<file path="src/verilog/conv_ctrl_params.svh">
`ifndef CONV_CTRL_PARAMS_SVH
`define CONV_CTRL_PARAMS_SVH
// Register addresses
`define ADDR_MAIN_CFG 4'h0
`define ADDR_RANGE_1 4'h3
`define ADDR_RANGE_2 4'hB
// Main configuration field positions
`define CFG_CAL_BIT 15
`define CFG_PHASE_BIT 14
`define CFG_TEST_BIT 12
`define CFG_PD1_BIT 11
`define CFG_PD2_BIT 10
`define CFG_SDR_BIT 2
// Reset values and range pin codes
`define CFG_DEFAULT 16'h2000
`define RANGE_DEFAULT 16'h4000
`define RANGE_LOW_CODE 16'h0000
`define RANGE_HIGH_CODE 16'hFFFF
// Serial access framing
`define ACCESS_BITS 5'h18
`define COMMAND_BITS 5'h08
// Calibration pin minimum levels, in input clock cycles
`define CAL_LOW_MIN 16'h0040
`define CAL_HIGH_MIN 16'h0040
// Cycles a channel reports flushing after leaving power-down
`define FLUSH_CYCLES 8'h40
`endif

</file>
<file path="src/verilog/conv_ctrl_pkg.sv">
package conv_ctrl_pkg;
   typedef enum logic [2:0] {
      ST_IDLE = 3'b001,
      ST_SHIFT = 3'b010,
      ST_DONE = 3'b100
   } serial_state_t;
endpackage

</file>
<file path="src/verilog/converter_control_serial_port.sv">
// Function
// [RULE1] DDR mode: phase low launches with clock edges, high launches midway.
// [RULE2] SDR mode: phase low launches on rising edge, high on falling edge.
// [RULE3] Extended mode takes the phase from configuration bit 14.
// [RULE4] Calibration starts after pin low minimum cycles then high minimum cycles.
// [RULE5] Extended mode ORs the calibration pin with configuration bit 15.
// [RULE6] Powered-down channel floats its data pins; flush pipeline after return.
// [RULE7] Each channel powers down on its pin or its bit, 11 or 10.
// [RULE8] Test-pattern pin replaces converter data on all buses and over-range outputs.
// [RULE9] Pin mode range pin sets both channels; extended uses registers 3h, Bh.
// [RULE10] Mode pin low selects extended mode; high resets registers to defaults.
// [RULE11] Host writes every register before using extended mode.
// [RULE12] Each serial access is exactly 24 clocks, one read or write.
// [RULE13] Select low starts access; early deassertion performs nothing.
// [RULE14] Long select: read holds last bit, write commits at 24th clock.
// [RULE15] Host deasserts select after 24 clocks and between accesses.
// [RULE16] Input sampled on rising serial clock, output launched on falling.
// [RULE17] Three-wire host releases data before the 8th falling edge of reads.
// [RULE18] Output driven only in reads after 8 bits, MSB first, else floating.
// [RULE19] Reading an unmapped address returns all zeros.
// [RULE20] Host sends read/write bit then pattern 10 in bits two and three.
// [RULE21] Bits four to seven address, bit eight ignored, then 16 data bits.
`include "conv_ctrl_params.svh"
module converter_control_serial_port
   import conv_ctrl_pkg::*;
(
   input wire logic CLK_I,
   input wire logic RST_B_I,
   input wire logic SERIAL_SELECT_N_I,
   input wire logic SERIAL_CLK_I,
   input wire logic SERIAL_DATA_IN_I,
   output logic SERIAL_DATA_OUT_O,
   output logic SERIAL_DATA_OUT_OE_N_O,
   input wire logic CONTROL_MODE_SELECT_PIN_I,
   input wire logic OUTPUT_PHASE_SELECT_PIN_I,
   input wire logic SINGLE_DATA_RATE_PIN_I,
   input wire logic CALIBRATION_PIN_I,
   input wire logic FIRST_CHANNEL_POWER_DOWN_I,
   input wire logic SECOND_CHANNEL_POWER_DOWN_I,
   input wire logic TEST_PATTERN_SELECT_I,
   input wire logic INPUT_RANGE_SELECT_I,
   output logic EXTENDED_CONTROL_MODE_O,
   output logic DDR_MID_LAUNCH_O,
   output logic SDR_FALL_LAUNCH_O,
   output logic CAL_START_O,
   output logic [1:0] CHANNEL_HIZ_O,
   output logic [1:0] CHANNEL_FLUSH_O,
   output logic TEST_PATTERN_ENABLE_O,
   output logic [15:0] FIRST_CHANNEL_RANGE_O,
   output logic [15:0] SECOND_CHANNEL_RANGE_O
);

   // ==========================================================
   // Input synchronisers
   logic [10:0] pin_raw;
   logic [10:0] sync1_reg;
   logic [10:0] sync2_reg;
   assign pin_raw = {INPUT_RANGE_SELECT_I, TEST_PATTERN_SELECT_I, SECOND_CHANNEL_POWER_DOWN_I,
                     FIRST_CHANNEL_POWER_DOWN_I, CALIBRATION_PIN_I, SINGLE_DATA_RATE_PIN_I,
                     OUTPUT_PHASE_SELECT_PIN_I, CONTROL_MODE_SELECT_PIN_I, SERIAL_DATA_IN_I,
                     SERIAL_CLK_I, SERIAL_SELECT_N_I};
   always_ff @(posedge CLK_I or negedge RST_B_I) begin
      if (!RST_B_I) begin
         // Idle pin levels, so no false edge or pulse follows reset
         sync1_reg <= 11'h00D;
         sync2_reg <= 11'h00D;
      end else begin
         sync1_reg <= pin_raw;
         sync2_reg <= sync1_reg;
      end
   end
   logic cs_n, sclk, serial_data_in, mode_pin, phase_pin, sdr_pin, cal_pin, tp_pin, range_pin;
   logic [1:0] pd_pin;
   assign cs_n = sync2_reg[0];
   assign sclk = sync2_reg[1];
   assign serial_data_in = sync2_reg[2];
   assign mode_pin = sync2_reg[3];
   assign phase_pin = sync2_reg[4];
   assign sdr_pin = sync2_reg[5];
   assign cal_pin = sync2_reg[6];
   assign pd_pin = sync2_reg[8:7];
   assign tp_pin = sync2_reg[9];
   assign range_pin = sync2_reg[10];

   logic sclk_d_reg, cs_d_reg;
   always_ff @(posedge CLK_I or negedge RST_B_I) begin
      if (!RST_B_I) begin
         sclk_d_reg <= 1'b0;
         cs_d_reg <= 1'b1;
      end else begin
         sclk_d_reg <= sclk;
         cs_d_reg <= cs_n;
      end
   end
   logic sclk_rise, sclk_fall, cs_start, extended_control_mode;
   assign sclk_rise = sclk & ~sclk_d_reg;
   assign sclk_fall = ~sclk & sclk_d_reg;
   assign cs_start = ~cs_n & cs_d_reg;
   // [RULE10] Mode select
   assign extended_control_mode = ~mode_pin;

   // ==========================================================
   // Serial access engine
   function automatic logic [15:0] read_mux(input logic [3:0] a, input logic [15:0] c,
                                            input logic [15:0] r1, input logic [15:0] r2);
      case (a)
         `ADDR_MAIN_CFG: read_mux = c;
         `ADDR_RANGE_1: read_mux = r1;
         `ADDR_RANGE_2: read_mux = r2;
         // [RULE19] Unmapped reads zero
         default: read_mux = 16'h0000;
      endcase
   endfunction

   serial_state_t state_reg, state_next;
   logic [4:0] cnt_reg, cnt_next;
   logic [15:0] in_sh_reg, in_sh_next, out_sh_reg, out_sh_next;
   logic [7:0] cmd_reg, cmd_next;
   logic sdo_reg, sdo_next, oe_n_reg, oe_n_next;
   logic [15:0] cfg_reg, cfg_next, rng1_reg, rng1_next, rng2_reg, rng2_next;
   logic [15:0] wdata;
   logic commit;
   assign wdata = {in_sh_reg[14:0], serial_data_in};

   always_comb begin
      state_next = state_reg;
      cnt_next = cnt_reg;
      in_sh_next = in_sh_reg;
      out_sh_next = out_sh_reg;
      cmd_next = cmd_reg;
      sdo_next = sdo_reg;
      oe_n_next = oe_n_reg;
      commit = 1'b0;
      case (state_reg)
         ST_IDLE: begin
            // [RULE13] Select low opens an access
            if (cs_start) begin
               state_next = ST_SHIFT;
               cnt_next = 5'h00;
            end
         end
         ST_SHIFT: begin
            if (cs_n) begin
               // [RULE13] Early deassertion aborts
               state_next = ST_IDLE;
               oe_n_next = 1'b1;
            end else if (sclk_rise) begin
               // [RULE16] Sample on rising edge
               in_sh_next = wdata;
               cnt_next = cnt_reg + 5'h01;
               // [RULE21] Command byte
               if (cnt_reg == `COMMAND_BITS - 5'h01) begin
                  cmd_next = {in_sh_reg[6:0], serial_data_in};
               end
               // [RULE12] Access ends at 24th clock
               if (cnt_reg == `ACCESS_BITS - 5'h01) begin
                  state_next = ST_DONE;
                  commit = ~cmd_reg[7];
               end
            end else if (sclk_fall && cmd_reg[7] && cnt_reg >= `COMMAND_BITS) begin
               // [RULE18] Launch MSB first from 8th fall
               if (cnt_reg == `COMMAND_BITS) begin
                  {sdo_next, out_sh_next} = {read_mux(cmd_reg[4:1], cfg_reg, rng1_reg, rng2_reg), 1'b0};
                  oe_n_next = 1'b0;
               end else begin
                  {sdo_next, out_sh_next} = {out_sh_reg, 1'b0};
               end
            end
         end
         ST_DONE: begin
            // [RULE14] Hold last bit until deassertion
            if (cs_n) begin
               state_next = ST_IDLE;
               oe_n_next = 1'b1;
            end
         end
         default: begin
            state_next = ST_IDLE;
            oe_n_next = 1'b1;
         end
      endcase
   end

   always_comb begin
      cfg_next = cfg_reg;
      rng1_next = rng1_reg;
      rng2_next = rng2_reg;
      if (!extended_control_mode) begin
         // [RULE10] Pin mode forces defaults
         cfg_next = `CFG_DEFAULT;
         rng1_next = `RANGE_DEFAULT;
         rng2_next = `RANGE_DEFAULT;
      end else if (commit) begin
         // [RULE14] Write lands at 24th clock
         case (cmd_reg[4:1])
            `ADDR_MAIN_CFG: cfg_next = wdata;
            `ADDR_RANGE_1: rng1_next = wdata;
            `ADDR_RANGE_2: rng2_next = wdata;
            default: cfg_next = cfg_reg;
         endcase
      end
   end

   always_ff @(posedge CLK_I or negedge RST_B_I) begin
      if (!RST_B_I) begin
         state_reg <= ST_IDLE;
         cnt_reg <= 5'h00;
         in_sh_reg <= 16'h0000;
         out_sh_reg <= 16'h0000;
         cmd_reg <= 8'h00;
         sdo_reg <= 1'b0;
         oe_n_reg <= 1'b1;
         cfg_reg <= `CFG_DEFAULT;
         rng1_reg <= `RANGE_DEFAULT;
         rng2_reg <= `RANGE_DEFAULT;
      end else begin
         state_reg <= state_next;
         cnt_reg <= cnt_next;
         in_sh_reg <= in_sh_next;
         out_sh_reg <= out_sh_next;
         cmd_reg <= cmd_next;
         sdo_reg <= sdo_next;
         oe_n_reg <= oe_n_next;
         cfg_reg <= cfg_next;
         rng1_reg <= rng1_next;
         rng2_reg <= rng2_next;
      end
   end
   assign SERIAL_DATA_OUT_O = sdo_reg;
   assign SERIAL_DATA_OUT_OE_N_O = oe_n_reg;

   // ==========================================================
   // Calibration trigger
   logic [15:0] low_cnt_reg, low_cnt_next, high_cnt_reg, high_cnt_next;
   logic armed_reg, armed_next, cal_reg, cal_next, cal_lvl;
   // [RULE5] Pin ORed with configuration bit
   assign cal_lvl = cal_pin | (extended_control_mode & cfg_reg[`CFG_CAL_BIT]);
   always_comb begin
      low_cnt_next = low_cnt_reg;
      high_cnt_next = 16'h0000;
      armed_next = armed_reg;
      cal_next = 1'b0;
      if (!cal_lvl) begin
         armed_next = 1'b0;
         if (low_cnt_reg != `CAL_LOW_MIN) begin
            low_cnt_next = low_cnt_reg + 16'h0001;
         end
      end else begin
         // [RULE4] Low then high minimum
         low_cnt_next = 16'h0000;
         if (low_cnt_reg == `CAL_LOW_MIN) begin
            armed_next = 1'b1;
         end
         if (armed_reg || low_cnt_reg == `CAL_LOW_MIN) begin
            high_cnt_next = high_cnt_reg + 16'h0001;
            if (high_cnt_next == `CAL_HIGH_MIN) begin
               cal_next = 1'b1;
               armed_next = 1'b0;
            end
         end
      end
   end
   always_ff @(posedge CLK_I or negedge RST_B_I) begin
      if (!RST_B_I) begin
         low_cnt_reg <= 16'h0000;
         high_cnt_reg <= 16'h0000;
         armed_reg <= 1'b0;
         cal_reg <= 1'b0;
      end else begin
         low_cnt_reg <= low_cnt_next;
         high_cnt_reg <= high_cnt_next;
         armed_reg <= armed_next;
         cal_reg <= cal_next;
      end
   end
   assign CAL_START_O = cal_reg;

   // ==========================================================
   // Static controls
   logic ecm_reg, mid_reg, fall_reg, tp_reg, phase, sdr;
   logic [15:0] out_r1_reg, out_r2_reg, pin_range;
   // [RULE3] Phase source in extended mode
   assign phase = extended_control_mode ? cfg_reg[`CFG_PHASE_BIT] : phase_pin;
   assign sdr = extended_control_mode ? cfg_reg[`CFG_SDR_BIT] : sdr_pin;
   assign pin_range = range_pin ? `RANGE_HIGH_CODE : `RANGE_LOW_CODE;
   always_ff @(posedge CLK_I or negedge RST_B_I) begin
      if (!RST_B_I) begin
         ecm_reg <= 1'b0;
         mid_reg <= 1'b0;
         fall_reg <= 1'b0;
         tp_reg <= 1'b0;
         out_r1_reg <= `RANGE_LOW_CODE;
         out_r2_reg <= `RANGE_LOW_CODE;
      end else begin
         ecm_reg <= extended_control_mode;
         // [RULE1] DDR midway launch
         mid_reg <= ~sdr & phase;
         // [RULE2] SDR falling launch
         fall_reg <= sdr & phase;
         // [RULE8] Test pattern select
         tp_reg <= tp_pin | (extended_control_mode & cfg_reg[`CFG_TEST_BIT]);
         // [RULE9] Range source
         out_r1_reg <= extended_control_mode ? rng1_reg : pin_range;
         out_r2_reg <= extended_control_mode ? rng2_reg : pin_range;
      end
   end
   assign EXTENDED_CONTROL_MODE_O = ecm_reg;
   assign DDR_MID_LAUNCH_O = mid_reg;
   assign SDR_FALL_LAUNCH_O = fall_reg;
   assign TEST_PATTERN_ENABLE_O = tp_reg;
   assign FIRST_CHANNEL_RANGE_O = out_r1_reg;
   assign SECOND_CHANNEL_RANGE_O = out_r2_reg;

   // ==========================================================
   // Per-channel power-down
   logic [1:0] pd_bit;
   assign pd_bit = {cfg_reg[`CFG_PD2_BIT], cfg_reg[`CFG_PD1_BIT]};
   genvar ch;
   generate
      for (ch = 0; ch < 2; ch++) begin : g_chan
         logic off_reg, off_next, flush_reg, flush_next;
         logic [7:0] fl_reg, fl_next;
         always_comb begin
            // [RULE7] Pin or bit powers down
            off_next = pd_pin[ch] | (extended_control_mode & pd_bit[ch]);
            fl_next = fl_reg;
            // [RULE6] Flush window after return
            if (off_next) begin
               fl_next = 8'h00;
            end else if (off_reg) begin
               fl_next = `FLUSH_CYCLES;
            end else if (fl_reg != 8'h00) begin
               fl_next = fl_reg - 8'h01;
            end
            flush_next = (fl_next != 8'h00);
         end
         always_ff @(posedge CLK_I or negedge RST_B_I) begin
            if (!RST_B_I) begin
               off_reg <= 1'b0;
               fl_reg <= 8'h00;
               flush_reg <= 1'b0;
            end else begin
               off_reg <= off_next;
               fl_reg <= fl_next;
               flush_reg <= flush_next;
            end
         end
         assign CHANNEL_HIZ_O[ch] = off_reg;
         assign CHANNEL_FLUSH_O[ch] = flush_reg;
      end
   endgenerate
endmodule
</file>
<file path="config.mk">
export PLATFORM = sky130hd
export DESIGN_NAME = converter_control_serial_port
export DESIGN_NICKNAME = d
export VERILOG_FILES = /design/src/verilog/conv_ctrl_pkg.sv /design/src/verilog/converter_control_serial_port.sv
export VERILOG_INCLUDE_DIRS = /design/src /design/src/verilog
export SDC_FILE = /design/constraint.sdc
export NUM_CORES = 1
export LEC_CHECK = 0
export BUFFER_PORTS_ARGS = -buffer_cell sky130_fd_sc_hd__clkbuf_2
export CAP_MARGIN = 5
export CORE_MARGIN = 2
export CORE_UTILIZATION = 50
export DETAILED_ROUTE_END_ITERATION = 16
export PLACE_DENSITY = 0.68
export SETUP_SLACK_MARGIN = 0.5
export SLEW_MARGIN = 10
export SYNTH_ARGS = -nofsm -noshare
export SYNTH_HDL_FRONTEND = slang
export SYNTH_SLANG_ARGS = --single-unit
</file>
<file path="constraint.sdc">
create_clock -name CLK_I -period 4.5 [get_ports CLK_I]
set_input_delay 0.9 -clock CLK_I [delete_from_list [all_inputs] [get_ports CLK_I]]
set_output_delay 0.9 -clock CLK_I [all_outputs]
set_load 0.005 [all_outputs]
</file>
== Yosys cells after proc, flatten, opt, wreduce, memory -nomap -nowiden ==
Cells that the tools add are included.
Word-level totals
  output and inout bits: 43
  input bits: 13
  flip-flop bits (word level): 211
Operators by class
  equal/unequal tests: 20
  reduce and logical (&&, ||, !) cells: 23
  magnitude comparators: 1
  muxes and demuxes: 54
  bitwise operators: 21
  add/subtract/negate cells: 5
Operators with widths (count)
  16-bit 2-to-1 mux: 17
  8-bit 2-to-1 mux: 6
  16-bit case mux with 3 select lines: 1
  16-bit by 1-bit adder with 16-bit output, second input constant: 2
  16-bit by 7-bit == test with 1-bit output, second input constant: 2
  8-bit nonzero test: 4
  1-bit 2-to-1 mux: 19
  16-bit by 7-bit != test with 1-bit output, second input constant: 1
  4-bit AND reduction: 4
  8-bit by 1-bit subtractor with 8-bit output, second input constant: 2
  3-bit 2-to-1 mux: 5
  5-bit 2-to-1 mux: 3
  3-bit != test, second input constant: 5
  2-bit nonzero test: 6
  5-bit case mux with 2 select lines: 1
  1-bit AND: 9
  3-bit case mux with 3 select lines: 1
  2-bit != test, second input constant: 4
  1-bit NOT: 8
  2-bit AND reduction: 3
  5-bit by 1-bit adder with 5-bit output, second input constant: 1
  5-bit by 3-bit == test with 1-bit output, second input constant: 1
  5-bit by 4-bit == test with 1-bit output, second input constant: 1
  5-bit == test, second input constant: 1
  13 further kinds: 17

== Depth between registers and ports, before layout ==
  depth in word-level cells: 8
  gate-level depth with buffers: 8
  depth with buffers taken out: 7

== Least setup slack after synthesis ==
No wires, ideal clock.
  path type: register to register
  start point: register state_reg[2]
  end point: register rng1_reg[10]
  buffers on the path: 3
  clock period less this slack: 2.099 ns
  required time: 4.368 ns
  setup time: 0.132 ns
  cell stages (with the launch flop): 9
  setup slack: 2.401 ns
  data arrival time: 1.967 ns
  cells stage by stage: dfrtp_1 > buf_6 > or4b_4 > nor4_4 > and3b_1 > buf_6 > buf_12 > mux2i_1 > nor2_1
On the way
  longest elaborated chain between the ends: 4
Ends and longest elaborated chain
  start: declaration: line converter_control_serial_port.sv:115  | serial_state_t state_reg, state_next;
  start signal: assignment: line converter_control_serial_port.sv:217  | state_reg <= state_next;
  3-bit by 2-bit == test with 1-bit output: line converter_control_serial_port.sv:134  | case (state_reg)
  1-bit 2-to-1 mux: line converter_control_serial_port.sv:134
  2-bit nonzero test (no line)
  2-bit AND reduction (no line)
  end signal: assignment: line converter_control_serial_port.sv:214  | rng1_reg <= `RANGE_DEFAULT;
  end signal: assignment: line converter_control_serial_port.sv:225  | rng1_reg <= rng1_next;
  end: declaration: line converter_control_serial_port.sv:120  | logic [15:0] cfg_reg, cfg_next, rng1_reg, rng1_next, rng2_reg, rng2_next;
No other way between the ends.
A chain may end at the register's enable or synchronous reset.

== Worst setup path after layout ==
  start point: register state_reg[2]
  end point: register rng1_reg[7]
Same word-level chain as after synthesis.

==> out/metrics.cfg <==
[floorplanning]
initial_core_util=0.5068
rows=49
ios=56
die_width_um=138.7
coreArea_mm2=0.01790
dieHeight_um=138.7
die_area_mm2=0.01924

[layout]
postLayoutCoreUtil=0.5739
final_common_cell=dfrtp_1
final_cell_mix=dfrtp_1, nor2_1, nand2_1, clkbuf_2
n_fill_cell=1523
final_area_mm2=0.01027
regArea_mm2=0.005195
fin_nets=920
fin_cells=1144
diodes=0
area_growth_pct=13.22
drive_gt1_frac=0.1661
multi_input_area_mm2=0.003427

[global_routing]
grt_overflow_total=0
grt_usage=0.1883
grt_pass1_vias=5968
antenna_found_initial=0
grt_max_degree=101
grt_pass1_wl_um=30420

[clocking]
numCtsBuffers=23
clock_sinks=207
cts-resized-gates=0
post-cts-setup-buffers=0
cts_tree=built
path_clk_slew_ns=0.06
clock_latency_ns=0.51
cts_root_buffer=clkbuf_16
cts_buffer_depth=3
hold_buffers=0
htree_levels=1

[synthesis]
synth_area_leaders=dfrtp_1, mux2i_1, nor2_1, nand2_1, dfstp_2
synthSimpleGateAreaFrac=0.1615
synth_xor_area_frac=0.04054
synth_fp_nets=882
yosys_warnings=0
synthMuxAreaShare=0.07667
synth_edf_count=0
synthAdderAreaFrac=0.01241
synth_area_mm2=0.009074
synth_top_family_by_area=simple AND/OR/NAND/NOR gates
synthArstFlopShare=1.000
synth_compound_area_frac=0.08660
synth_top_flop_cell=dfrtp_1
synth_cells=860
synth.distinct_cells=64
yosysTopAreaCellShare=0.5378
yosysTopAreaCell=dfrtp_1
syn_avg_cell_area_um2=10.55
ys_ff_latch=207
ys_seq_area_frac=0.5725

[worst_setup_path]
crit_arrival_ns=3.15
worstPathMaxFanout=17
cp_slowest_cell=and3b_1
start_kind=flop
worstPathCellList=or4b_4, nor4_4, and3b_1, mux2i_1, nor2_1
cp.required_ns=4.86
end_kind=flop
crit_path_max_incr_delay_ns=0.95
crit_type=flop to flop

[timing]
slew_viol_final=0
rsz0062_at_grt=false
max_slew.worst_pin.slew_ns=1.195
setup_viol=0
finalWorstPathRequiredPeriod_ns=2.788
finalHoldViolations=0
finClkSkew_ns=0.01452
finalCritPeriodShare=0.6195
maxSlewHeadroom=0.2032
fmax_mhz=358.7
tns_ns=0

[route]
wire_per_inst_um=15.49
finalWirelength_um=17720
vias=6132
first_pass_iters=5
postRouteAntennaNets=0
viasPerCell=5.360
drc=0
drt-initial-drc-count=350

[place]
io_buffers=55
dpl.hpwl_um=11190
dp.cells=1102
placedInstanceArea_mm2=0.009433
globalplace.congestion=0.8133

[pwr]
p_leak_nw=4.796
vdd_drop_max_uv=350.8
power_density_mw_per_mm2=441.6

[worst_hold_path]
hold_class=flop to flop

[run]
maxCapViolCount=0

[status]
outcome=completed

-- per-stage QoR --
stage / setup slack, ns / power, mW / hold slack (ns)
floorplan: 2.401 / 2.393 / 0.3312
global placement: 1.819 / 2.514 / 0.3316
detailed placement: 1.729 / 2.528 / 0.3347
CTS: 1.698 / 4.589 / 0.3488
global route: 1.535 / 4.733 / 0.3535
finish: 1.712 / 4.537 / 0.3468
-- synthesized netlist by cell type, types with 13 or more instances --
cell type / count
nand3_1: 17
a21oi_1: 25
mux2i_1: 47
mux2_2: 20
dfrtp_1: 195
inv_1: 47
o21ai_0: 42
xnor2_1: 20
nor2_1: 125
xor2_1: 22
a22oi_1: 16
nand2_1: 85
clkbuf_1: 33
nor3_1: 13
-- cell type report --
type | count | share of cell area
inverters | 48 | 0.01754
flip-flops and latches | 207 | 0.5057
multi-input cells | 555 | 0.3336
repair buffers | 63 | 0.03349
well taps | 229 | 0.02789
clock buffers | 36 | 0.06857
clock inverters | 6 | 0.01327
-- worst max-delay path: cells and delay by family (launching register included) --
| kind | cells | cell delay [ns] |
|---|---|---|
| simple gates | 4 | 1.89 |
| flops | 1 | 0.46 |
| mux | 1 | 0.29 |
-- where the power goes --
| part | switching [mW] | internal, mW |
|---|---|---|
| logic | 0.269 | 0.198 |
| clock network | 0.745 | 1.30 |
| registers | 0.0733 | 1.95 |
-- kinds of logic (layout without fill, tap and decap cells) --
logic type / count (synthesis) / in the layout
mux: 67 / 67
fa+ha+maj: 9 / 9
xor+xnor: 42 / 42
compound gates: 126 / 126
flops: 207 / 207
buf+inv: 98 / 153
simple gates: 311 / 311
-- metal layers --
metal,vias to the layer above,track usage,share of wire
li1,2989,-,-
met1,3012,0.2793,0.48
met2,103,0.2908,0.45
met3,28,0.03384,0.041
met4,0,0.04838,0.022
met5,-,0,0
-- worst paths after layout --
kind	from	endpoint	slack (ns)	depth (start not counted)
max	state_reg[2]	rng1_reg[7]	1.71	5
min	sync1_reg[9]	sync2_reg[9]	0.35	0
max reg2reg	state_reg[2]	rng1_reg[7]	1.71	5
min reg2reg	sync1_reg[9]	sync2_reg[9]	0.35	0
max in group asynchronous	RST_B_I	SECOND_CHANNEL_RANGE_O[12]	3.02	2
min in group asynchronous	RST_B_I	rng2_reg[2]	0.48	1
No activity file was read; power rests on OpenSTA's default activity.
